`config.mk`:
```
export PLATFORM = sky130hd
export DESIGN_NAME = barsf_top
export DESIGN_NICKNAME = d
export VERILOG_FILES = /design/src/hw/barsf_pkg.sv /design/src/hw/barsf_top.sv /design/src/hw/barsf_sinc4.sv
export SDC_FILE = /design/constraint.sdc
export NUM_CORES = 2
export LEC_CHECK = 0
export ABC_AREA = 1
export BUFFER_PORTS_ARGS = -buffer_cell sky130_fd_sc_hd__buf_4
export CAP_MARGIN = 10
export CORE_AREA = 2 2 292 266
export DETAILED_ROUTE_END_ITERATION = 6
export DIE_AREA = 0 0 294 268
export GPL_ROUTABILITY_DRIVEN = 1
export PLACE_DENSITY = 0.82
export SLEW_MARGIN = 20
export SYNTH_ARGS = -nofsm -noshare
export SYNTH_HDL_FRONTEND = slang
export SYNTH_HIERARCHICAL = 1
export SYNTH_SLANG_ARGS = --single-unit
```
`constraint.sdc`:
```
create_clock -name clk_i -period 26.4 [get_ports clk_i]
set_clock_uncertainty 0.2 [all_clocks]
set_input_delay 1.32 -clock clk_i [delete_from_list [all_inputs] [get_ports clk_i]]
set_output_delay 1.32 -clock clk_i [all_outputs]
set_load 0.05 [all_outputs]
```
`src/hw/barsf_pkg.sv`:
```
`default_nettype none
package barsf_pkg;

   // master clock
   localparam int CLK_PERIOD_NS   = 10;

   // modulator and decimation (in modulator samples per result)
   localparam int MOD_DIV         = 64;
   localparam int DECIM_SLOW      = 7680;
   localparam int DECIM_FAST      = 960;
   localparam int SETTLE_OUTPUTS  = 4;
   localparam int RES_W           = 24;

   // clock presence detector
   localparam int DET_WINDOW_NS   = 100000;
   localparam int DET_FREQ_KHZ    = 200;
   localparam int DET_WINDOW_CYC  = DET_WINDOW_NS / CLK_PERIOD_NS;

   // result clipping codes
   localparam logic [23:0] CODE_POS_FS = 24'h7F_FFFF;
   localparam logic [23:0] CODE_NEG_FS = 24'h80_0000;
   localparam logic [23:0] CODE_ZERO   = 24'h00_0000;

   // register port
   localparam int          ADDR_W      = 8;
   localparam logic [7:0]  REG_STATUS  = 8'h00;
   localparam logic [7:0]  REG_MASK    = 8'h04;
   localparam logic [7:0]  REG_RESULT  = 8'h08;
   localparam logic [7:0]  REG_STATE   = 8'h0C;
   localparam int          EVT_W       = 3;
   localparam int          EVT_RESULT  = 0;
   localparam int          EVT_SETTLED = 1;
   localparam int          EVT_OVERRUN = 2;
   localparam logic [2:0]  MASK_RST    = 3'h0;

   typedef enum logic [1:0] {
      ST_IDLE  = 2'b00,
      ST_READY = 2'b01,
      ST_SHIFT = 2'b11
   } barsf_state_t;

endpackage
`default_nettype wire

```
`src/hw/barsf_top.sv`:
```
// Operation
// - input clock above about 200 kHz: detector low, oscillator off, external clock used.
// - input clock below about 200 kHz: detector high, internal oscillator enabled.
// - modulator samples at master clock divided by 64.
// - decimation by fourth-order sinc filter, four zeros per notch.
// - low-pass corner 2.4 Hz slow, 19 Hz fast at nominal clock.
// - slow rate puts nulls at every multiple of 10 Hz.
// - nominal clock gives 10 results per second slow, 80 fast.
// - result period is 491520 clocks slow, 61440 clocks fast.
// - channel select toggle forces ready/data high until settled.
// - ready/data goes low only once fully settled data exist.
// - first result after a channel change is already settled.
// - result is 24-bit two's complement.
// - results clip at 7FFFFF and 800000; zero input gives 000000.
// - new result pulls ready/data low until the host starts shifting.
// - shift clock rising edges present msb first, one bit per edge.
`timescale 1ns/1ps
`default_nettype none
module barsf_top
#(
   parameter int DET_WINDOW = barsf_pkg::DET_WINDOW_CYC,
   parameter int DECIM_SLOW = barsf_pkg::DECIM_SLOW,
   parameter int DECIM_FAST = barsf_pkg::DECIM_FAST
)
(
   input  wire logic                       clk_i,
   input  wire logic                       rstn_i,
   input  wire logic                       clock_in_crystal_a_i,
   input  wire logic                       mod_bit_i,
   input  wire logic                       rate_select_i,
   input  wire logic                       channel_select_lsb_i,
   input  wire logic                       channel_select_msb_i,
   input  wire logic                       sclk_i,
   output logic                            ready_data_out_o,
   output logic                            clk_detect_o,
   output logic                            osc_enable_o,
   output logic                            mod_tick_o,
   input  wire logic [barsf_pkg::ADDR_W-1:0] reg_addr_i,
   input  wire logic [31:0]                reg_wdata_i,
   input  wire logic                       reg_wr_i,
   input  wire logic                       reg_rd_i,
   output logic [31:0]                     reg_rdata_o,
   output logic                            irq_o
);
   import barsf_pkg::*;

   localparam int DW_W    = $clog2(DET_WINDOW + 1);
   // edges expected in one window at the threshold frequency
   localparam int DET_THR = (DET_WINDOW * CLK_PERIOD_NS * DET_FREQ_KHZ) / 1000000;
   localparam logic [DW_W-1:0] DW_LAST = DW_W'(DET_WINDOW - 1);
   localparam logic [DW_W-1:0] DW_THR  = DW_W'(DET_THR);
   localparam logic [5:0]      MOD_LAST = 6'(MOD_DIV - 1);
   localparam logic [2:0]      SET_LAST = 3'(SETTLE_OUTPUTS - 1);

   // clock presence detector
   logic            ck_q_ff;
   logic            ck_edge;
   logic [DW_W-1:0] win_cnt_ff;
   logic [DW_W-1:0] edge_cnt_ff;
   logic            clk_detect_ff;

   // conversion
   logic [5:0]      mod_cnt_ff;
   logic            mod_tick;
   logic [1:0]      chan_q_ff;
   logic            rate_q_ff;
   logic            restart;
   logic            res_valid;
   logic [RES_W-1:0] res_data;
   logic [2:0]      settle_cnt_ff;
   logic            fresh_ff;
   logic            publish;

   // serial output
   barsf_state_t    state_ff;
   logic [RES_W-1:0] data_ff;
   logic [RES_W-1:0] shreg_ff;
   logic [4:0]      bit_cnt_ff;
   logic            dout_ff;
   logic            sclk_q_ff;
   logic            sclk_rise;

   // registers
   logic [EVT_W-1:0] status_ff;
   logic [EVT_W-1:0] mask_ff;
   logic [EVT_W-1:0] evt;
   logic [31:0]      rdata_ff;

   assign ck_edge = clock_in_crystal_a_i && !ck_q_ff;

   always_ff @(posedge clk_i or negedge rstn_i)
   begin
      if (!rstn_i)
      begin
         ck_q_ff     <= 1'b0;
         win_cnt_ff  <= '0;
         edge_cnt_ff <= '0;
      end
      else
      begin
         ck_q_ff <= clock_in_crystal_a_i;
         if (win_cnt_ff == DW_LAST)
         begin
            win_cnt_ff  <= '0;
            edge_cnt_ff <= '0;
         end
         else
         begin
            win_cnt_ff <= win_cnt_ff + DW_W'(1);
            if (ck_edge && edge_cnt_ff != DW_LAST)
               edge_cnt_ff <= edge_cnt_ff + DW_W'(1);
         end
      end
   end

   // decision only at window end, so a stopped pin reads as slow within two windows
   always_ff @(posedge clk_i or negedge rstn_i)
   begin
      if (!rstn_i)
         clk_detect_ff <= 1'b1;
      else if (win_cnt_ff == DW_LAST)
      begin
         if (edge_cnt_ff > DW_THR)
            clk_detect_ff <= 1'b0;
         else
            clk_detect_ff <= 1'b1;
      end
   end

   assign clk_detect_o = clk_detect_ff;
   assign osc_enable_o = clk_detect_ff;

   // modulator sample strobe
   assign mod_tick   = (mod_cnt_ff == MOD_LAST);
   assign mod_tick_o = mod_tick;

   always_ff @(posedge clk_i or negedge rstn_i)
   begin
      if (!rstn_i)
         mod_cnt_ff <= '0;
      else
         mod_cnt_ff <= mod_cnt_ff + 6'(1);
   end

   // any channel select change restarts the filter; rate change too, so data are never mixed
   assign restart = ({channel_select_msb_i, channel_select_lsb_i} != chan_q_ff)
                    || (rate_select_i != rate_q_ff);

   always_ff @(posedge clk_i or negedge rstn_i)
   begin
      if (!rstn_i)
      begin
         chan_q_ff <= 2'b00;
         rate_q_ff <= 1'b0;
      end
      else
      begin
         chan_q_ff <= {channel_select_msb_i, channel_select_lsb_i};
         rate_q_ff <= rate_select_i;
      end
   end

   barsf_sinc4
   #(
      .DECIM_SLOW (DECIM_SLOW),
      .DECIM_FAST (DECIM_FAST)
   )
   u_sinc4
   (
      .clk_i       (clk_i),
      .rstn_i      (rstn_i),
      .clear_i     (restart),
      .sample_i    (mod_tick),
      .bit_i       (mod_bit_i),
      .rate_fast_i (rate_select_i),
      .valid_o     (res_valid),
      .data_o      (res_data)
   );

   // a cleared sinc4 needs four full periods; earlier outputs are withheld
   assign publish = res_valid && !restart && (settle_cnt_ff == SET_LAST);

   always_ff @(posedge clk_i or negedge rstn_i)
   begin
      if (!rstn_i)
      begin
         settle_cnt_ff <= '0;
         fresh_ff      <= 1'b1;
      end
      else if (restart)
      begin
         settle_cnt_ff <= '0;
         fresh_ff      <= 1'b1;
      end
      else if (res_valid)
      begin
         if (settle_cnt_ff != SET_LAST)
            settle_cnt_ff <= settle_cnt_ff + 3'(1);
         else
            fresh_ff <= 1'b0;
      end
   end

   assign sclk_rise = sclk_i && !sclk_q_ff;

   always_ff @(posedge clk_i or negedge rstn_i)
   begin
      if (!rstn_i)
         sclk_q_ff <= 1'b0;
      else
         sclk_q_ff <= sclk_i;
   end

   // output word holder
   always_ff @(posedge clk_i or negedge rstn_i)
   begin
      if (!rstn_i)
         data_ff <= CODE_ZERO;
      else if (publish)
         data_ff <= res_data;
   end

   // ready/data state: restart beats a new result, a new result beats a shift edge
   always_ff @(posedge clk_i or negedge rstn_i)
   begin
      if (!rstn_i)
      begin
         state_ff   <= ST_IDLE;
         dout_ff    <= 1'b1;
         shreg_ff   <= '0;
         bit_cnt_ff <= '0;
      end
      else if (restart)
      begin
         state_ff <= ST_IDLE;
         dout_ff  <= 1'b1;
      end
      else if (publish)
      begin
         state_ff <= ST_READY;
         dout_ff  <= 1'b0;
      end
      else if (sclk_rise)
      begin
         case (state_ff)
            ST_READY:
            begin
               state_ff   <= ST_SHIFT;
               dout_ff    <= data_ff[RES_W-1];
               shreg_ff   <= {data_ff[RES_W-2:0], 1'b0};
               bit_cnt_ff <= 5'd1;
            end
            ST_SHIFT:
            begin
               if (bit_cnt_ff == 5'(RES_W))
               begin
                  state_ff <= ST_IDLE;
                  dout_ff  <= 1'b1;
               end
               else
               begin
                  dout_ff    <= shreg_ff[RES_W-1];
                  shreg_ff   <= {shreg_ff[RES_W-2:0], 1'b0};
                  bit_cnt_ff <= bit_cnt_ff + 5'd1;
               end
            end
            default:
               state_ff <= ST_IDLE;
         endcase
      end
   end

   assign ready_data_out_o = dout_ff;

   // events
   always_comb
   begin
      evt              = '0;
      evt[EVT_RESULT]  = publish;
      evt[EVT_SETTLED] = publish && fresh_ff;
      evt[EVT_OVERRUN] = publish && (state_ff != ST_IDLE);
   end

   // write-one-to-clear; an event in the same cycle wins
   always_ff @(posedge clk_i or negedge rstn_i)
   begin
      if (!rstn_i)
         status_ff <= '0;
      else if (reg_wr_i && reg_addr_i == REG_STATUS)
         status_ff <= (status_ff & ~reg_wdata_i[EVT_W-1:0]) | evt;
      else
         status_ff <= status_ff | evt;
   end

   always_ff @(posedge clk_i or negedge rstn_i)
   begin
      if (!rstn_i)
         mask_ff <= MASK_RST;
      else if (reg_wr_i && reg_addr_i == REG_MASK)
         mask_ff <= reg_wdata_i[EVT_W-1:0];
   end

   assign irq_o = |(status_ff & mask_ff);

   // read data valid only in the cycle after the strobe; unmapped reads zero
   always_ff @(posedge clk_i or negedge rstn_i)
   begin
      if (!rstn_i)
         rdata_ff <= '0;
      else if (reg_rd_i)
      begin
         case (reg_addr_i)
            REG_STATUS: rdata_ff <= {29'h0, status_ff};
            REG_MASK:   rdata_ff <= {29'h0, mask_ff};
            REG_RESULT: rdata_ff <= {8'h00, data_ff};
            REG_STATE:  rdata_ff <= {22'h0, clk_detect_ff, rate_q_ff, chan_q_ff,
                                     settle_cnt_ff, state_ff, dout_ff};
            default:    rdata_ff <= '0;
         endcase
      end
      else
         rdata_ff <= '0;
   end

   assign reg_rdata_o = rdata_ff;

endmodule
`default_nettype wire

```
`src/hw/barsf_sinc4.sv`:
```
`timescale 1ns/1ps
`default_nettype none
module barsf_sinc4
#(
   parameter int DECIM_SLOW = 7680,
   parameter int DECIM_FAST = 960
)
(
   input  wire logic                     clk_i,
   input  wire logic                     rstn_i,
   input  wire logic                     clear_i,
   input  wire logic                     sample_i,
   input  wire logic                     bit_i,
   input  wire logic                     rate_fast_i,
   output logic                          valid_o,
   output logic [barsf_pkg::RES_W-1:0]   data_o
);
   import barsf_pkg::*;

   localparam int LG_S  = $clog2(DECIM_SLOW);
   localparam int LG_F  = $clog2(DECIM_FAST);
   // small decimations still need room for a full-scale word and its sign
   localparam int ACC_W = (4 * LG_S + 3 > RES_W + 3) ? 4 * LG_S + 3 : RES_W + 3;
   localparam int CNT_W = LG_S + 1;
   // full scale lands well above 2^23, up to 2^24, so clipping is reachable at both rates
   localparam int SH_S  = 4 * LG_S - RES_W;
   localparam int SH_F  = 4 * LG_F - RES_W;
   // short filters scale up, long ones down; never a negative shift count
   localparam int RS_S  = (SH_S > 0) ? SH_S : 0;
   localparam int LS_S  = (SH_S < 0) ? -SH_S : 0;
   localparam int RS_F  = (SH_F > 0) ? SH_F : 0;
   localparam int LS_F  = (SH_F < 0) ? -SH_F : 0;
   localparam logic [CNT_W-1:0] R_S = CNT_W'(DECIM_SLOW - 1);
   localparam logic [CNT_W-1:0] R_F = CNT_W'(DECIM_FAST - 1);

   logic [ACC_W-1:0] integ_ff [4];
   logic [ACC_W-1:0] dly_ff   [4];
   logic [ACC_W-1:0] comb     [5];
   logic [ACC_W-1:0] x;
   logic [CNT_W-1:0] dec_cnt_ff;
   logic             dec_end;
   logic signed [ACC_W-1:0] scaled;

   // modulator bit as +1 / -1; integrators wrap modulo 2^ACC_W on purpose
   assign x       = bit_i ? ACC_W'(1) : {ACC_W{1'b1}};
   assign dec_end = sample_i && (dec_cnt_ff == (rate_fast_i ? R_F : R_S));
   // last stage after this sample's update, so the fourth output holds no pre-clear input
   assign comb[0] = integ_ff[3] + integ_ff[2];

   always_ff @(posedge clk_i or negedge rstn_i)
   begin
      if (!rstn_i)
         dec_cnt_ff <= '0;
      else if (clear_i || dec_end)
         dec_cnt_ff <= '0;
      else if (sample_i)
         dec_cnt_ff <= dec_cnt_ff + CNT_W'(1);
   end

   generate
      for (genvar k = 0; k < 4; k++)
      begin : g_stage
         always_ff @(posedge clk_i or negedge rstn_i)
         begin
            if (!rstn_i)
               integ_ff[k] <= '0;
            else if (clear_i)
               integ_ff[k] <= '0;
            else if (sample_i)
               integ_ff[k] <= integ_ff[k] + ((k == 0) ? x : integ_ff[(k == 0) ? 0 : k-1]);
         end
         always_ff @(posedge clk_i or negedge rstn_i)
         begin
            if (!rstn_i)
               dly_ff[k] <= '0;
            else if (clear_i)
               dly_ff[k] <= '0;
            else if (dec_end)
               dly_ff[k] <= comb[k];
         end
         assign comb[k+1] = comb[k] - dly_ff[k];
      end
   endgenerate

   // rate select changes the decimation and so the corner and notch spacing
   assign scaled = rate_fast_i ? (($signed(comb[4]) <<< LS_F) >>> RS_F)
                               : (($signed(comb[4]) <<< LS_S) >>> RS_S);

   always_ff @(posedge clk_i or negedge rstn_i)
   begin
      if (!rstn_i)
      begin
         valid_o <= 1'b0;
         data_o  <= CODE_ZERO;
      end
      else
      begin
         valid_o <= dec_end && !clear_i;
         if (dec_end)
         begin
            if (scaled > $signed(ACC_W'(2**(RES_W-1) - 1)))
               data_o <= CODE_POS_FS;
            else if (scaled < -$signed(ACC_W'(2**(RES_W-1))))
               data_o <= CODE_NEG_FS;
            else
               data_o <= scaled[RES_W-1:0];
         end
      end
   end

endmodule
`default_nettype wire

```
# == Word level (Yosys, flattened, before mapping) ==
# Cells that the tools add are included.
# Widths: inputs -> output; s select.
# totals
ff_bits,617
out_inout_bits,37
# classes
addsub,14
n_lt_le_gt_ge,3
n_eq_ne,17
n_mux,50
bitwise_logic,7
n_reduce_logical,33
# ops
op,count
$mux 55,17
$add 55x55->55,4
$sub 55x55->55,4
$pmux 24 s4,1
$mux 24,3
$mux 14,5
$pmux 24 s2,1
$add 14x1->14 const B,3
$gt 39x24->1 const B,1
$lt 39x24->1 const B,1
$mux 38,1
$mux 32,1
$eq 8x4->1 const B,2
$reduce_bool 2->1,8
$eq 14x14->1,1
$eq 14x14->1 const B,1
$gt 14x5->1 const B,1
$ne 14x14->1 const B,1
$mux 13,1
$mux 3,4
$logic_and 1x1->1,11
$pmux 5 s2,1
$eq 8x3->1 const B,1
$logic_not 8->1,1
other kinds (30),49

# == Logic depth before layout (Yosys ltp) ==
# logic_depth
depth_word,9
depth_mapped,68
depth_no_buf,67

# == Modules after synthesis ==
# Netlist, hierarchy kept.
# modules_own_cells
module,n_inst,cells_per_inst,area_each_um2
barsf_sinc4,1,6186,42559.6
barsf_top,1,781,6279.8

# == Worst setup path after synthesis ==
# Ideal clock, no wire load.
# synth_path
path_type,register to register
start,reg u_sinc4/integ_ff[55] in the netlist's numbering
end,reg u_sinc4/data_o[10] in the netlist's numbering
setup_ns,0.116
arrival_ns,8.918
path_slack_ns,17.166
path_stages_with_launch,66
path_buffers,1
synth_period_minus_slack_ns,9.234
path_cell_list,dfrtp_1 ha_1 fa_1 nand3_1 nand2_1 nand2_1 nand2_1 nand2_1 nand3_1 a21oi_1 inv_1 a21oi_1 o21ai_0 xor2_1 ha_1 nand2_1 nor2_1 nand2_1 (+30 left out) inv_1 nor3_1 nand2_1 nor2_1 inv_1 nor3_1 nand2_1 o2111ai_1 nand2_1 o21ai_1 nand2_1 a211oi_1 nand2_1 nand2_4 buf_6 nand2_2 nand2_1 nand2_1
# synth_between
elab_chain_cells,9
word_cells_on_any_way,10
classes_between,add/sub: 5; order compare: 2; mux: 3
# synth_rtl
item,line,rtl
from (decl),barsf_sinc4.sv:36,logic [ACC_W-1:0] integ_ff [4];
"from (signal, indexed assignment)",barsf_sinc4.sv:70,integ_ff[k] <= integ_ff[k] + ((k == 0) ? x : integ_ff[(k == 0) ? 0 : k-1]);
$add 55x55->55 *,barsf_sinc4.sv:48,assign comb[0] = integ_ff[3] + integ_ff[2];
$sub 55x55->55 * (4 in series),barsf_sinc4.sv:81,assign comb[k+1] = comb[k] - dly_ff[k];
$mux 38,barsf_sinc4.sv:86,assign scaled = rate_fast_i ? (($signed(comb[4]) <<< LS_F) >>> RS_F)
$lt 39x24->1,barsf_sinc4.sv:103,else if (scaled < -$signed(ACC_W'(2**(RES_W-1))))
$mux 24,barsf_sinc4.sv:103,
$mux 24 *,barsf_sinc4.sv:101,if (scaled > $signed(ACC_W'(2**(RES_W-1) - 1)))
to (signal assigned),barsf_sinc4.sv:106,data_o <= scaled[RES_W-1:0];
to (decl),barsf_sinc4.sv:16,output logic [barsf_pkg::RES_W-1:0] data_o
# Mark *: on every way between the ends. The rest lies on a longest branch, timed or not.
# A chain may end at the register's enable or synchronous reset.

# == Worst setup path in the final report ==
# layout_path
start,reg u_sinc4/integ_ff[55] in the netlist's numbering
end,reg u_sinc4/data_o[3] in the netlist's numbering
# Same word-level chain as after synthesis.

==> impl_results.rst <==
.. list-table::
   :header-rows: 1

   * - Metric
     - Value
   * - Result of the run
     - finished with violations
   * - Failing checks
     - DRC
   * - Floorplan Core Area
     - approximately 0.076 sq mm
   * - Setup-violating endpoint count in the final report
     - 0
   * - Pin count of the biggest net entering global routing
     - approximately 180
   * - Required time of the critical path
     - 26.70 ns
   * - Clock-pin slew on the worst setup and hold paths
     - around 0.060 ns
   * - Critical Path Fanout Max
     - 23
   * - Buffer count from post-CTS setup fixing
     - 0
   * - Number of DRC markers in iteration 0
     - between 4k and 5k
   * - Final total negative setup slack
     - 0 ns
   * - Io pins
     - a little under 90
   * - Width of the chip
     - between 200 and 300 um
   * - Pre-antenna DRT Iters
     - 7
   * - Final net count
     - around 7.5k
   * - Highest clock frequency the design can meet
     - 0.0797 GHz
   * - Count of cells resized by post-cts repair
     - 0
   * - Signed area change from the synthesized netlist to the final layout
     - 7.44%
   * - Final estimated routing congestion in global placement
     - 1.06
   * - Source-to-sink clock delay at the later pin of the worst-skew pair
     - roughly 0.63 ns
   * - Critical path's largest stage delay
     - about 0.72 ns
   * - CTS HTree Levels
     - 3
   * - Yosys reg bits
     - approximately 610
   * - Area enclosed by the die boundary
     - between 0.07 and 0.08 sq mm
   * - Multi-input logic area
     - approximately 0.03 sq mm
   * - Part of the Yosys area used for sequential elements
     - between 30% and 40%
   * - CP Launch Type
     - flip-flop
   * - Buffers added on ports
     - 49
   * - Final hold violations
     - 0
   * - P_leak
     - 0.0283 uW
   * - Transition time at the pin with the least slew margin
     - 1.13 ns
   * - Primary FF master, synth
     - dfrtp_1
   * - Period utilisation layout
     - 47.5%
   * - Final Max Slew Viols
     - 0
   * - Number of nets still failing antenna checks after routing
     - 0
   * - Mapped Avg Cell Area
     - around 7 sq um
   * - Via-per-instance ratio
     - between 5 and 6
   * - Layout cell share with drive strength beyond 1
     - between 4 and 5%
   * - Number of global-route vias before repair
     - 43.7k
   * - Number of enable-type register cells in the synthesized netlist
     - 0
   * - Worst supply voltage drop on vdd
     - around 44 uV
   * - Crit-path most repeated cell
     - nand2_1
   * - Post-cts hold buffer count
     - 0
   * - Max Cap Viol
     - 0
   * - First-pass GRT wire length
     - between 200 and 250 mm
   * - Post-detailed-placement half-perimeter wirelength
     - about 100 mm
   * - Cts bufs inserted
     - 70
   * - Post-Syn Instances
     - about 7k
   * - Die outline height
     - around 270 um
   * - Number of unique standard cell types used by synthesis
     - between 60 and 70
   * - Critical path start-end classification
     - reg2reg
   * - Ratio of total power to cell area
     - just under 40 mW/mm^2
   * - FILL cells
     - 6,485
   * - Root Buffer Master
     - clkbuf_16
   * - Sinks on Clock Net
     - 608
   * - Cell area after synthesis
     - 0.0488 sq mm
   * - Worst slew margin relative to its limit
     - between 20% and 30%
   * - Remaining routing DRC violations
     - 1
   * - FFs w/ async S/R, synth
     - 100%
   * - Arrival time of data at the critical path endpoint
     - 12.84 ns
   * - Number of antenna violations at the first check in global routing
     - 2
   * - Setup repair after global routing missed its margin
     - no
   * - Combined flip-flop and latch cell area
     - 0.0152 sq mm
   * - Worst min-delay path class
     - reg2reg
   * - Warnings, synthesis
     - 6
   * - N_diodes
     - 0
   * - Clock tree from TritonCTS
     - built
   * - Overflow left after global routing
     - 0
   * - Slowest stage cell, crit path
     - o21ai_0
   * - Per-cell routed wire length
     - roughly 17 um
   * - Critical path endpoint category
     - flip-flop
   * - Standard cell area after detailed placement
     - 0.0500 sq mm
   * - Routed vias
     - 47.1k
   * - Initial cell density of the core
     - between 60% and 70%
   * - Total detailed-routing wirelength
     - roughly 140 mm
   * - Min cycle time layout
     - approximately 13 ns
   * - Number of standard-cell rows in the floorplan
     - 96
   * - GRT Resource Usage Total
     - 34.2%
   * - CTS max path bufs
     - 3
   * - Post-Layout Inst Area
     - ~0.052 sq mm
[path summary, 6_finish.rpt]
path                       slack [ns]                  from                    to  cells past startpoint
min in group asynchronous        0.50                rstn_i    u_sinc4/dly_ff[12]                      1
max reg2reg                     13.86  u_sinc4/integ_ff[55]     u_sinc4/data_o[3]                     63
max                             13.86  u_sinc4/integ_ff[55]     u_sinc4/data_o[3]                     63
max in group asynchronous       23.46                rstn_i  u_sinc4/integ_ff[81]                      3
min                              0.25         mod_cnt_ff[0]         mod_cnt_ff[0]                      1
min reg2reg                      0.25         mod_cnt_ff[0]         mod_cnt_ff[0]                      1
[layout by cell type (no fill, tap or decap), drive strengths merged, types with 10 or more instances in the layout]
cell,n
o21ai,671
o221ai,10
a31oi,86
o21a,30
or2,21
nand3,248
o21bai,39
nand2,1707
a22o,14
a21boi,17
a21oi,653
o31ai,36
inv,948
o211ai,26
nor3,69
clkinv,15
o22ai,82
dfrtp,605
a21o,53
xor2,206
buf,70
nand4,66
nor2,619
xnor2,71
ha,439
clkbuf,97
nor4,30
[per-layer routing]
layer	part of all wire, %	up-vias	wire, um	global-route usage [%]
met5	0.018	-	24	0
met4	2.3	4	3180	8.89
met3	8.9	234	12200	6.92
met2	43	1714	58900	52.8
met1	45	21937	61900	49.1
li1	-	23214	-	-
[report_power, final]
| group | internal (uW) | switching (uW) |
|---|---|---|
| Sequential | 936 | 5.22 |
| Combinational | 18.8 | 68.6 |
| Clock | 616 | 428 |
| Total | 1570 | 502 |
[stage by stage]
step	hold slack [ns]	power (uW)	setup slack, ns	util (%)	cells
2_1_floorplan	0.221	1010	17.17	-	6974
3_3_place_gp	0.241	1040	14.57	66.2	7875
3_5_place_dp	0.251	1050	14.34	66.2	7875
4_1_cts	0.259	2090	14.21	69.5	8003
5_1_grt	0.287	2140	12.81	69.5	8003
6_report	0.254	2070	13.86	69.5	8003
[layout make-up]
class / count / share of cell area, %
clock buffer: 97 / 3.89
clock inverter: 31 / 0.784
sequential: 608 / 29.0
inverter: 943 / 6.75
timing repair buffer: 70 / 1.09
tap: 980 / 2.34
multi-input combinational: 5274 / 56.1
[kinds of logic (layout without fill, tap and decap cells)]
kind of cell / after synthesis / in the layout / share of synthesized area (%)
AO/OA/AOI/OAI: 1763 / 1763 / 20.2
XOR/XNOR: 277 / 277 / 4.97
adder cells (fa/ha/maj): 446 / 446 / 11.5
buffers and inverters: 1092 / 1141 / 8.65
flip-flops: 608 / 608 / 31.2
other: 1 / 8 / 0.00768
AND/OR/NAND/NOR: 2780 / 2780 / 23.5
[critical path, delay by kind of cell, from the launching register on]
kind	cells	cell delay, ns
compound gates	18	4.16
xor+xnor	4	0.89
fa+ha+maj	6	2.17
buf+inv	6	0.55
flops	1	0.41
simple gates	29	3.98
[registers in the layout, summed over array words and instances, names as in the netlist, 2 cells and up]
register            flops
bit_cnt_ff              5
chan_q_ff               2
data_ff                24
edge_cnt_ff            14
mask_ff                 3
mod_cnt_ff              6
reg_rdata_o            24
settle_cnt_ff           3
shreg_ff               23
state_ff                2
status_ff               3
u_sinc4/data_o         24
u_sinc4/dec_cnt_ff     14
u_sinc4/dly_ff        220
u_sinc4/integ_ff      220
win_cnt_ff             14
[cells in the mapped netlist (all sizes together), types with 82 or more instances]
library cell	count	area share (%)
a21oi	653	6.7
a31oi	86	1.1
clkbuf	103	0.79
dfrtp	605	31
ha	439	11
inv	942	7.2
nand2	1707	13
nand3	248	2.7
nor2	619	4.9
o21ai	671	6.9
o22ai	82	1.1
xor2	206	3.7
(Power assumes the default switching activity.)
